--- src/iot_pkg.sv ---
// Package: constants and carrier types of the I/O transceiver and register block
`default_nettype none
package iot_pkg;
  localparam int WORD_W = 38;
  localparam int HALF_W = 16;
  localparam int REG_W = 20;
  localparam int PTR_W = 8;
  localparam int DEPTH = 16;
  localparam int IDX_W = 4;
  localparam int CHAR_W = 10;
  localparam int UMAN_W = 14;
  localparam int LMAN_W = 14;
  localparam int CHAR_LSB = 28;
  localparam int UMAN_LSB = 14;
  localparam int LMAN_LSB = 0;
  localparam logic [9:0] HOST_DEV_NUM = 10'h064;
  localparam int CSW_STAT_LSB = 11;
  localparam int CSW_VALID_BIT = 6;
  localparam int CSW_FULL_BIT = 5;
  localparam logic [REG_W-1:0] CSW_RESET = 20'h00000;
  localparam logic [WORD_W-1:0] WORD_ZERO = 38'h0000000000;

  typedef enum logic [1:0] {FMT_FULL, FMT_THREE, FMT_TRUNC_MAN, FMT_TRUNC_CHAR} iot_fmt_t;
  typedef enum logic [1:0] {SRC_PERIPH, SRC_HOST} iot_src_t;
  typedef enum logic [2:0] {
    TD_NONE, TD_POINTER, TD_QUEUE, TD_LINK, TD_CONTROL, TD_COMMAND, TD_WORK
  } iot_dst_t;
  typedef enum logic [1:0] {FLD_WHOLE, FLD_CHAR, FLD_UMAN, FLD_LMAN} iot_fld_t;
  typedef enum logic [1:0] {FOP_NONE, FOP_SET, FOP_CLEAR} iot_fop_t;

  // One program step as decoded by the sequencer
  typedef struct packed {
    logic alu_we;
    logic [IDX_W-1:0] a_addr;
    logic [IDX_W-1:0] b_addr;
    logic [REG_W-1:0] alu_result;
    logic [4:0] alu_status;
    logic status_we;
    logic expanded;
    logic work_we;
    iot_dst_t dst;
    iot_fld_t fld;
    logic [WORD_W-1:0] data;
    logic csw_value_we;
    logic [REG_W-1:0] value;
    logic q_load;
    iot_src_t q_src;
    logic q_read;
    logic q_skip;
    iot_fop_t flag_op;
    logic [2:0] flag_sel;
    logic [2:0] sense_sel;
    logic ps_fetch;
    logic [WORD_W-1:0] ps_data;
  } iot_op_t;

  typedef struct packed {
    logic we;
    logic re;
    logic [9:0] dev;
    logic [WORD_W-1:0] wdata;
    logic flag_we;
    logic [7:0] flag_wdata;
  } iot_host_t;

  function automatic logic [WORD_W-1:0] place_field(iot_fld_t f, logic [WORD_W-1:0] old,
                                                   logic [WORD_W-1:0] d);
    logic [WORD_W-1:0] r;
    r = old;
    case (f)
      FLD_WHOLE: r = d;
      FLD_CHAR: r[CHAR_LSB +: CHAR_W] = d[CHAR_W-1:0];
      FLD_UMAN: r[UMAN_LSB +: UMAN_W] = d[UMAN_W-1:0];
      default: r[LMAN_LSB +: LMAN_W] = d[LMAN_W-1:0];
    endcase
    return r;
  endfunction
endpackage
`default_nettype wire

--- src/iot_core.sv ---
// Transceiver, queue buffers and program-visible registers of the I/O processor
`default_nettype none
module iot_core (
  input wire logic sys_clk,
  input wire logic rstn,
  input wire iot_pkg::iot_op_t op,
  input wire iot_pkg::iot_host_t host,
  input wire logic [iot_pkg::WORD_W-1:0] host_memory_data_bus,
  input wire logic [iot_pkg::WORD_W-1:0] peripheral_side_bus,
  input wire logic [7:0] peripheral_sense_lines,
  output logic [iot_pkg::HALF_W-1:0] periph_out_half,
  output logic [iot_pkg::WORD_W-1:0] periph_out_word,
  output logic periph_out_strobe,
  output logic [iot_pkg::WORD_W-1:0] queue_word,
  output logic queue_full,
  output logic queue_valid,
  output logic [iot_pkg::REG_W-1:0] a_operand,
  output logic [iot_pkg::REG_W-1:0] b_operand,
  output logic [iot_pkg::REG_W-1:0] work_value,
  output logic [iot_pkg::PTR_W-1:0] jump_target,
  output logic [iot_pkg::WORD_W-1:0] host_link_word,
  output logic [iot_pkg::WORD_W-1:0] ps_store_word,
  output logic [iot_pkg::REG_W-1:0] control_status_word,
  output logic [iot_pkg::REG_W-1:0] device_command_out,
  output logic [4:0] alu_status,
  output logic sense_bit,
  output logic flag_bit,
  output logic [7:0] user_flags
);
  import iot_pkg::*;

  logic [REG_W-1:0] alu_ram [DEPTH];
  logic [REG_W-1:0] work_q;
  logic [PTR_W-1:0] ptr_q;
  logic [WORD_W-1:0] link_q;
  logic [REG_W-1:0] csw_q;
  logic [REG_W-1:0] cmd_q;
  logic [7:0] flags_q;
  logic [WORD_W-1:0] in_buf_q;
  logic in_buf_full_q;
  logic [WORD_W-1:0] out_buf_q;
  logic [1:0] out_phase_q;
  logic out_busy_q;
  logic [HALF_W-1:0] half_q;
  logic [WORD_W-1:0] word_q;
  logic strobe_q;
  logic [REG_W-1:0] a_q;
  logic [REG_W-1:0] b_q;
  logic sense_q;
  logic flag_q;
  logic [WORD_W-1:0] q_rdata;
  logic q_full;
  logic q_valid;
  logic q_adv;
  logic host_hit;
  iot_fmt_t fmt;
  logic [1:0] last_phase;

  // Format select held in the low control bits
  assign fmt = iot_fmt_t'(csw_q[1:0]);
  assign host_hit = (host.dev == HOST_DEV_NUM);

  // Program-driven pops only; a read waits out the pieces of the previous word
  assign q_adv = op.q_skip || (op.q_read && !out_busy_q);

  iot_queue u_queue (
    .sys_clk(sys_clk),
    .rstn(rstn),
    .wr(in_buf_full_q),
    .wdata(in_buf_q),
    .adv(q_adv),
    .rdata(q_rdata),
    .full(q_full),
    .valid(q_valid)
  );

  // Input buffer register, one word per load
  always_ff @(posedge sys_clk) begin
    if (!rstn) begin
      in_buf_q <= WORD_ZERO;
      in_buf_full_q <= 1'b0;
    end else begin
      in_buf_full_q <= 1'b0;
      if (op.q_load && !q_full) begin
        in_buf_q <= (op.q_src == SRC_HOST) ? host_memory_data_bus : peripheral_side_bus;
        in_buf_full_q <= 1'b1;
      end else if (op.dst == TD_QUEUE && !q_full) begin
        in_buf_q <= place_field(op.fld, WORD_ZERO, op.data);
        in_buf_full_q <= 1'b1;
      end
    end
  end

  // Output format logic: passes a word whole in FMT_FULL, else splits it into halves per format
  always_ff @(posedge sys_clk) begin
    if (!rstn) begin
      out_buf_q <= WORD_ZERO;
      out_phase_q <= 2'h0;
      out_busy_q <= 1'b0;
      half_q <= '0;
      word_q <= WORD_ZERO;
      strobe_q <= 1'b0;
    end else begin
      strobe_q <= 1'b0;
      if (out_busy_q) begin
        strobe_q <= 1'b1;
        case (fmt)
          FMT_FULL: word_q <= out_buf_q;
          FMT_THREE: begin
            case (out_phase_q)
              2'h0: half_q <= {6'h00, out_buf_q[CHAR_LSB +: CHAR_W]};
              2'h1: half_q <= {2'h0, out_buf_q[UMAN_LSB +: UMAN_W]};
              default: half_q <= {2'h0, out_buf_q[LMAN_LSB +: LMAN_W]};
            endcase
          end
          FMT_TRUNC_MAN: begin
            // Low mantissa bits dropped
            half_q <= (out_phase_q == 2'h0) ? {6'h00, out_buf_q[CHAR_LSB +: CHAR_W]} :
                      {2'h0, out_buf_q[UMAN_LSB +: UMAN_W]};
          end
          default: begin
            // Characteristic dropped, 28 mantissa bits in two halves
            half_q <= (out_phase_q == 2'h0) ? {2'h0, out_buf_q[UMAN_LSB +: UMAN_W]} :
                      {2'h0, out_buf_q[LMAN_LSB +: LMAN_W]};
          end
        endcase
        if (out_phase_q == last_phase) begin
          out_busy_q <= 1'b0;
          out_phase_q <= 2'h0;
        end else begin
          out_phase_q <= out_phase_q + 2'h1;
        end
      end else if (op.q_read && q_valid && !op.q_skip) begin
        out_buf_q <= q_rdata;
        out_busy_q <= 1'b1;
      end
    end
  end

  always_comb begin
    case (fmt)
      FMT_FULL: last_phase = 2'h0;
      FMT_THREE: last_phase = 2'h2;
      default: last_phase = 2'h1;
    endcase
  end

  // Operand RAM, written at the B address
  always_ff @(posedge sys_clk) begin
    if (op.alu_we) begin
      alu_ram[op.b_addr] <= op.alu_result;
    end
  end

  always_ff @(posedge sys_clk) begin
    if (!rstn) begin
      a_q <= '0;
      b_q <= '0;
    end else begin
      a_q <= alu_ram[op.a_addr];
      b_q <= alu_ram[op.b_addr];
    end
  end

  always_ff @(posedge sys_clk) begin
    if (!rstn) begin
      work_q <= '0;
    end else if (op.work_we && op.expanded) begin
      work_q <= op.alu_result;
    end
  end

  always_ff @(posedge sys_clk) begin
    if (!rstn) begin
      ptr_q <= '0;
    end else if (op.dst == TD_POINTER) begin
      ptr_q <= op.data[PTR_W-1:0];
    end
  end

  // Host link word: program write wins a same-cycle collision
  always_ff @(posedge sys_clk) begin
    if (!rstn) begin
      link_q <= WORD_ZERO;
    end else if (op.ps_fetch) begin
      link_q <= op.ps_data;
    end else if (op.dst == TD_LINK) begin
      link_q <= place_field(op.fld, link_q, op.data);
    end else if (host.we && host_hit) begin
      link_q <= host.wdata;
    end
  end

  // Control word: load-value beats transfer; status bits follow the ALU
  always_ff @(posedge sys_clk) begin
    if (!rstn) begin
      csw_q <= CSW_RESET;
    end else begin
      if (op.csw_value_we) begin
        csw_q <= op.value;
      end else if (op.dst == TD_CONTROL) begin
        csw_q <= op.data[REG_W-1:0];
      end
      if (op.status_we) begin
        csw_q[CSW_STAT_LSB +: 5] <= op.alu_status;
      end
      csw_q[CSW_VALID_BIT] <= q_valid;
      csw_q[CSW_FULL_BIT] <= q_full;
    end
  end

  always_ff @(posedge sys_clk) begin
    if (!rstn) begin
      cmd_q <= '0;
    end else if (op.dst == TD_COMMAND) begin
      cmd_q <= op.data[REG_W-1:0];
    end
  end

  // Flags: host writes first, program set/clear override it
  always_ff @(posedge sys_clk) begin
    if (!rstn) begin
      flags_q <= 8'h00;
    end else begin
      logic [7:0] f;
      f = flags_q;
      if (host.flag_we) begin
        f = host.flag_wdata;
      end
      if (op.flag_op == FOP_SET) begin
        f[op.flag_sel] = 1'b1;
      end else if (op.flag_op == FOP_CLEAR) begin
        f[op.flag_sel] = 1'b0;
      end
      flags_q <= f;
    end
  end

  always_ff @(posedge sys_clk) begin
    if (!rstn) begin
      sense_q <= 1'b0;
      flag_q <= 1'b0;
    end else begin
      sense_q <= peripheral_sense_lines[op.sense_sel];
      flag_q <= flags_q[op.flag_sel];
    end
  end

  assign periph_out_half = half_q;
  assign periph_out_word = word_q;
  assign periph_out_strobe = strobe_q;
  assign queue_word = out_buf_q;
  assign queue_full = csw_q[CSW_FULL_BIT];
  assign queue_valid = csw_q[CSW_VALID_BIT];
  assign a_operand = a_q;
  assign b_operand = b_q;
  assign work_value = work_q;
  assign jump_target = ptr_q;
  assign host_link_word = link_q;
  assign ps_store_word = link_q;
  assign control_status_word = csw_q;
  assign device_command_out = cmd_q;
  assign alu_status = csw_q[CSW_STAT_LSB +: 5];
  assign sense_bit = sense_q;
  assign flag_bit = flag_q;
  assign user_flags = flags_q;
endmodule
`default_nettype wire

--- src/iot_queue.sv ---
// Sixteen-entry first-in first-out word store with skip
`default_nettype none
module iot_queue (
  input wire logic sys_clk,
  input wire logic rstn,
  input wire logic wr,
  input wire logic [iot_pkg::WORD_W-1:0] wdata,
  input wire logic adv,
  output logic [iot_pkg::WORD_W-1:0] rdata,
  output logic full,
  output logic valid
);
  import iot_pkg::*;
  logic [WORD_W-1:0] mem [DEPTH];
  logic [IDX_W-1:0] wp_q;
  logic [IDX_W-1:0] rp_q;
  logic [IDX_W:0] cnt_q;
  logic do_wr;
  logic do_rd;

  assign full = (cnt_q == (IDX_W+1)'(DEPTH));
  assign valid = (cnt_q != '0);
  assign do_wr = wr && !full;
  assign do_rd = adv && valid;
  assign rdata = mem[rp_q];

  always_ff @(posedge sys_clk) begin
    if (do_wr) begin
      mem[wp_q] <= wdata;
    end
  end

  always_ff @(posedge sys_clk) begin
    if (!rstn) begin
      wp_q <= '0;
      rp_q <= '0;
      cnt_q <= '0;
    end else begin
      if (do_wr) begin
        wp_q <= wp_q + 1'b1;
      end
      if (do_rd) begin
        rp_q <= rp_q + 1'b1;
      end
      cnt_q <= cnt_q + (IDX_W+1)'(do_wr) - (IDX_W+1)'(do_rd);
    end
  end
endmodule
`default_nettype wire

--- config.mk ---
export PLATFORM = sky130hd
export DESIGN_NAME = iot_core
export DESIGN_NICKNAME = d
export VERILOG_FILES = /design/src/iot_pkg.sv /design/src/iot_core.sv /design/src/iot_queue.sv
export SDC_FILE = /design/constraint.sdc
export NUM_CORES = 2
export LEC_CHECK = 0
export BUFFER_PORTS_ARGS = -buffer_cell sky130_fd_sc_hd__buf_2
export CAP_MARGIN = 20
export CORE_UTILIZATION = 25
export CTS_CLUSTER_SIZE = 25
export DETAILED_ROUTE_END_ITERATION = 10
export MAX_ROUTING_LAYER = met4
export SYNTH_ARGS = -nofsm -noshare
export SYNTH_HDL_FRONTEND = slang
export SYNTH_SLANG_ARGS = --single-unit
export TNS_END_PERCENT = 50
--- constraint.sdc ---
create_clock -name sys_clk -period 6.22 [get_ports sys_clk]
set_input_delay 0.622 -clock sys_clk [delete_from_list [all_inputs] [get_ports sys_clk]]
set_output_delay 0.622 -clock sys_clk [all_outputs]
set_load 0.02 [all_outputs]
Word-level counts from Yosys, hierarchy flattened

Memories as Yosys holds them, arrays and structs flattened. A register that Yosys moved wholly into a read port is not among the register bits.
Cells that the tools add are included.

Reductions and logical operators: 32
Multiplexer cells: 41
Order comparisons: 3
$add $sub $neg: 5
Equal/unequal tests: 19
Bitwise logic cells: 5

Operators by type and width:

| kind                | count |
|---|---|
| $mux 38             | 6 |
| $pmux 14 s2         | 3 |
| $mux 14             | 4 |
| $pmux 16 s3         | 1 |
| $mux 20             | 2 |
| $pmux 10 s2         | 2 |
| $mux 8              | 4 |
| $mux 1              | 13 |
| $reduce_and 2->1    | 6 |
| $eq 10x7->1 const B | 1 |
| $eq 2x1->1 const B  | 5 |
| $logic_and 1x1->1   | 10 |
| $add 4x1->4 const B | 2 |
| $and 8x8->8         | 1 |
| $lt 3x4->1 const B  | 2 |
| $ne 4x2->1 const B  | 2 |
| $not 8->8           | 1 |
| $or 8x8->8          | 1 |
| $bmux 1 s3          | 2 |
| $eq 2x2->1 const B  | 3 |
| $eq 3x2->1 const B  | 2 |
| $eq 3x3->1 const B  | 2 |
| $logic_not 1->1     | 6 |
| $logic_not 2->1     | 3 |
| other kinds (18)    | 21 |

Memories kept: 2
Bits in writable memories: 928
Register bits after elaboration: 226
Output and inout bits: 294
Word-level logic and storage cells: 129

Memory list:

| memory      | depth | width | rd ports | clocked after memory_dff | wr ports | RTL line        | source |
|---|---|---|---|---|---|---|---|
| u_queue.mem | 16    | 38    | 1        | 1                        | 1        | iot_queue.sv:14 | `logic [WORD_W-1:0] mem [DEPTH];` |
| alu_ram     | 16    | 20    | 2        | 2                        | 1        | iot_core.sv:32  | `logic [REG_W-1:0] alu_ram [DEPTH];` |

Logic depth before layout (Yosys ltp)

Depth in word-level cells: 8
Gate-level depth with buffers: 14
Depth with buffers taken out: 14

By module

A second synthesis with hierarchy kept.

Cell total of the unflattened synthesis: 3415
Area total of the unflattened synthesis: 51976.1 µm²

Modules (own cells, without submodules):

| module    | cells each | times used | area an instance (µm²) |
|---|---|---|---|
| iot_core  | 2377       | 1          | 28317.2 |
| iot_queue | 1038       | 1          | 23658.9 |

Worst setup path before layout

OpenSTA, ideal clock, no wires.

Path kind: register to register
Start: register u_queue.cnt_q[2]
End: memory u_queue.mem[3][0], enable pin
Arrival: 4110 ps
Setup slack: 1630 ps
Buffers on the path: 2
Cell stages (with the launch flop): 9
Data required time: 5740 ps
Library setup time: 480 ps
Cells stage by stage: dfxtp_1 inv_1 ha_1 nand4bb_1 clkbuf_1 and2_1 clkbuf_1 nand2_1 nor3_1

Word-level cells in the longest chain between the ends: 5

Ends and longest elaborated chain:

| element                      | RTL line        | source |
|---|---|---|
| start, declared              | iot_queue.sv:17 | `logic [IDX_W:0] cnt_q;` |
| start signal, assigned       | iot_queue.sv:45 | `cnt_q <= cnt_q + (IDX_W+1)'(do_wr) - (IDX_W+1)'(do_rd);` |
| $eq 5x5->1                   | iot_queue.sv:21 | `assign full = (cnt_q == (IDX_W+1)'(DEPTH));` |
| $logic_not 1->1              | iot_queue.sv:23 | `assign do_wr = wr && !full;` |
| $logic_and 1x1->1            | iot_queue.sv:23 |  |
| via u_queue.do_wr            | iot_queue.sv:18 | `logic do_wr;` |
| $mux 1                       | iot_queue.sv:28 | `if (do_wr) begin` |
| $mux 1 (implied by the code) | iot_queue.sv:29 | `mem[wp_q] <= wdata;` |
| end, declared                | iot_queue.sv:14 |  |

The timed path passes the listed nets, and every way through them passes these cells.

Worst setup path after layout

Start: register u_queue.cnt_q[3]
End: memory u_queue.mem[6][14], enable pin

Word-level cells in the longest chain between the ends: 5

Ends and longest elaborated chain:

| element                      | RTL line |
|---|---|
| $eq 5x5->1                   | iot_queue.sv:21 |
| $logic_not 1->1              | iot_queue.sv:23 |
| $logic_and 1x1->1            | iot_queue.sv:23 |
| $mux 1                       | iot_queue.sv:28 |
| $mux 1 (implied by the code) | iot_queue.sv:29 |

Every way passes these cells.

==> results.sh <==
export IMPL_ctsResizeCount=0
export IMPL_p_int_mw=15.6
export IMPL_synth_avg_cell_area_sq_um=15.7
export IMPL_drc=0
export IMPL_ys_top_cells_by_count="edfxtp_1, nand2_1, mux4_2"
export IMPL_grt_pass1_vias=31400
export IMPL_numPortBuffers=586
export IMPL_grt_usage=0.166
export IMPL_synth_edf_count=928
export IMPL_clkPwrFrac=0.386
export IMPL_cts_buffers=138
export IMPL_drv_slew=0
export IMPL_yosysUniqueCellTypes=59
export IMPL_ys_ff_latch=1230
export IMPL_worstMarginPinSlew_ps=1180
export IMPL_synth_top_area_share=0.547
export IMPL_vias=31700
export IMPL_ys_dominant_reg_cell="edfxtp_1"
export IMPL_fp_dieH_microns=453
export IMPL_antenna_found_initial=16
export IMPL_via_per_inst=4.83
export IMPL_worstSkewPairLatency_ps=780
export IMPL_cp_end_kind="flop"
export IMPL_share_comb_of_total_power=0.159
export IMPL_switching_share=0.275
export IMPL_io_pins=592
export IMPL_die_x_microns=453
export IMPL_grt_pass1_wl_mm=235
export IMPL_finalHoldViolations=0
export IMPL_fin_crit_sh=0.541
export IMPL_worst_ir_drop_vdd_mv=0.365
export IMPL_p_sw_mw=5.91
export IMPL_p_seq_frac=0.455
export IMPL_worstPathRequired_ps=6650
export IMPL_post_place_ws_ps=2690
export IMPL_clock_skew_ps=50.6
export IMPL_hpwl_mm=112
export IMPL_synthMostInstantiatedCell="edfxtp_1"
export IMPL_cts_tree="built"
export IMPL_startpoint_type="flop"
export IMPL_timing_hold_ws_ps=87.8
export IMPL_place_congestion=0.886
export IMPL_path_clk_slew_ps=60
export IMPL_ant_nets=0
export IMPL_netlist_instances=3245
export IMPL_status="finished clean"
export IMPL_coreArea_sq_um=202000
export IMPL_ys_top_cells_by_area="edfxtp_1, mux4_2, dfxtp_1"
export IMPL_min_period_ps=3370
export IMPL_post_cts_buffers=0
export IMPL_worst_slack_ps=2850
export IMPL_syn_area_sq_um=50900
export IMPL_clkSinkCount=1230
export IMPL_power_leakage_nw=20.9
export IMPL_cts_max_level=4
export IMPL_setup_tns_ps=0
export IMPL_ctsRootBufferMaster="clkbuf_16"
export IMPL_drv_cap=0
export IMPL_drive_gt1_frac=0.321
export IMPL_async_reset_ff_frac=0
export IMPL_cts_buffer_depth=3
export IMPL_yosysWarnings=0
export IMPL_area_growth_pct=20.8
export IMPL_hold_buffers=0
export IMPL_path_class="flop to flop"
export IMPL_seq_area_frac_synth=0.666
export IMPL_max_freq_mhz=297
export IMPL_setup_viol=0
export IMPL_relSlewSlack=0.216
export IMPL_grt_max_degree=113
export IMPL_cp_arrival_ps=3800
export IMPL_fin_util=0.304
export IMPL_wl_per_cell_microns=25.9
export IMPL_hp_class="input pin to flop"
export IMPL_synth_largest_area_cell="edfxtp_1"
export IMPL_grt_overflow_total=0
export IMPL_dieArea_sq_um=206000
export IMPL_start_util=0.252
export IMPL_rows=165
export IMPL_drt_initial_drc_count=2638
export IMPL_wl_mm=170
export IMPL_finalPower_mw=21.5
export IMPL_path_max_fanout=23
export IMPL_nets=4076
export IMPL_rsz0062_at_grt="no"
export IMPL_power_density_nw_per_um2=349
export IMPL_first_pass_iters=5
## sequential cells by signal, indices dropped and copies added (netlist names), 5 cells and up
name,cells
u_queue.mem,608
a_operand,20
in_buf_q,38
jump_target,8
periph_out_half,14
user_flags,8
periph_out_word,38
device_command_out,20
b_operand,20
work_value,20
queue_word,38
control_status_word,20
u_queue.cnt_q,5
host_link_word,38
alu_ram,320
## per-stage QoR
step / instance area [sq um] / std cells
2_1_floorplan: 50900 / 3246
3_3_place_gp: 56700 / 6284
3_5_place_dp: 56800 / 6288
4_1_cts: 61500 / 6544
5_1_grt: 61500 / 6556
6_report: 61500 / 6559
## power groups by stage
| stage | Clock, mW | Combinational [mW] | Sequential (mW) |
|---|---|---|---|
| floorplan | 0 | 2.35 | 9.75 |
| global placement | 0 | 3.44 | 9.96 |
| detailed placement | 0 | 3.47 | 9.99 |
| CTS | 8.48 | 3.48 | 9.81 |
| global route | 8.77 | 3.66 | 9.84 |
| finish | 8.29 | 3.41 | 9.78 |
## layer usage
| layer | global-route usage | share of wire | wire [microns] | vias up |
|---|---|---|---|---|
| met1 | 0.186 | 0.38 | 63900 | 16500 |
| met2 | 0.285 | 0.52 | 88200 | 1146 |
| met3 | 0.0364 | 0.065 | 11100 | 296 |
| met5 | - | 0 | 0 | - |
| li1 | - | - | - | 13700 |
| met4 | 0.0676 | 0.041 | 6950 | 0 |
## critical path, stage by stage (launching register included)
cell,delay [ps]
dfxtp_1,340
inv_1,60
ha_1,180
nand4bb_1,100
buf_4,200
and2_1,380
nand2_1,320
nor2_4,900
buf_4,500
## kinds of logic (layout without fill, tap and decap cells)
| kind of cell | after synthesis | in the layout | synth area share |
|---|---|---|---|
| other | 1 | 15 | 0.0000736 |
| and+or+nand+nor | 641 | 641 | 0.0539 |
| xor gates and xnor gates | 10 | 10 | 0.00172 |
| DFF | 1230 | 1230 | 0.666 |
| buffers and inverters | 310 | 938 | 0.0278 |
| muxes | 531 | 531 | 0.180 |
| adders and majority gates | 20 | 20 | 0.00506 |
| AOI/OAI and AO/OA | 502 | 502 | 0.0657 |
## area by class of cell
| class | instances | area, sq um |
|---|---|---|
| Antenna cell | 13 | 32.5 |
| Clock buffer | 180 | 3700 |
| Clock inverter | 76 | 917 |
| Fill cell | 20000 | 141000 |
| Inverter | 24 | 97.6 |
| Multi-Input combinational cell | 1706 | 15900 |
| Sequential cell | 1230 | 33900 |
| Tap cell | 2672 | 3340 |
| Timing Repair Buffer | 658 | 3600 |
## placed cells by master, fill, tap and decap left out, types with 24 or more instances in the layout
| cell | Yosys | layout |
|---|---|---|
| edfxtp_1 | 928 | 928 |
| buf_2 | 45 | 583 |
| nand2_1 | 330 | 330 |
| mux4_2 | 308 | 308 |
| dfxtp_1 | 302 | 299 |
| mux2i_1 | 221 | 221 |
| a21oi_1 | 176 | 175 |
| nor2_1 | 164 | 140 |
| clkbuf_16 | 0 | 140 |
| buf_4 | 48 | 65 |
| o21ai_0 | 63 | 62 |
| o22ai_1 | 42 | 42 |
| nor3_1 | 46 | 38 |
| clkbuf_1 | 161 | 35 |
| a2bb2oi_1 | 34 | 34 |
| o211ai_1 | 30 | 30 |
| nor2b_1 | 30 | 29 |
| a221oi_1 | 28 | 28 |
| a211oi_1 | 26 | 26 |
| a22oi_1 | 25 | 25 |
| a311oi_1 | 25 | 25 |
| nor2_4 | 0 | 24 |
## final timing paths
| path | startpoint | endpoint | slack [ps] | cells past startpoint |
|---|---|---|---|---|
| hold / removal | op[36] | host_link_word[36]$_SDFFE_PN0P_ | 90 | 3 |
| setup reg to reg | u_queue.cnt_q[3]$_SDFF_PN0_ | u_queue.mem[6][14]$_DFFE_PP_ | 2850 | 8 |
| setup / recovery | u_queue.cnt_q[3]$_SDFF_PN0_ | u_queue.mem[6][14]$_DFFE_PP_ | 2850 | 8 |
| hold reg to reg | work_value[4]$_SDFFE_PN0P_ | work_value[4]$_SDFFE_PN0P_ | 450 | 2 |
No activity file was read; power rests on OpenSTA's default activity.
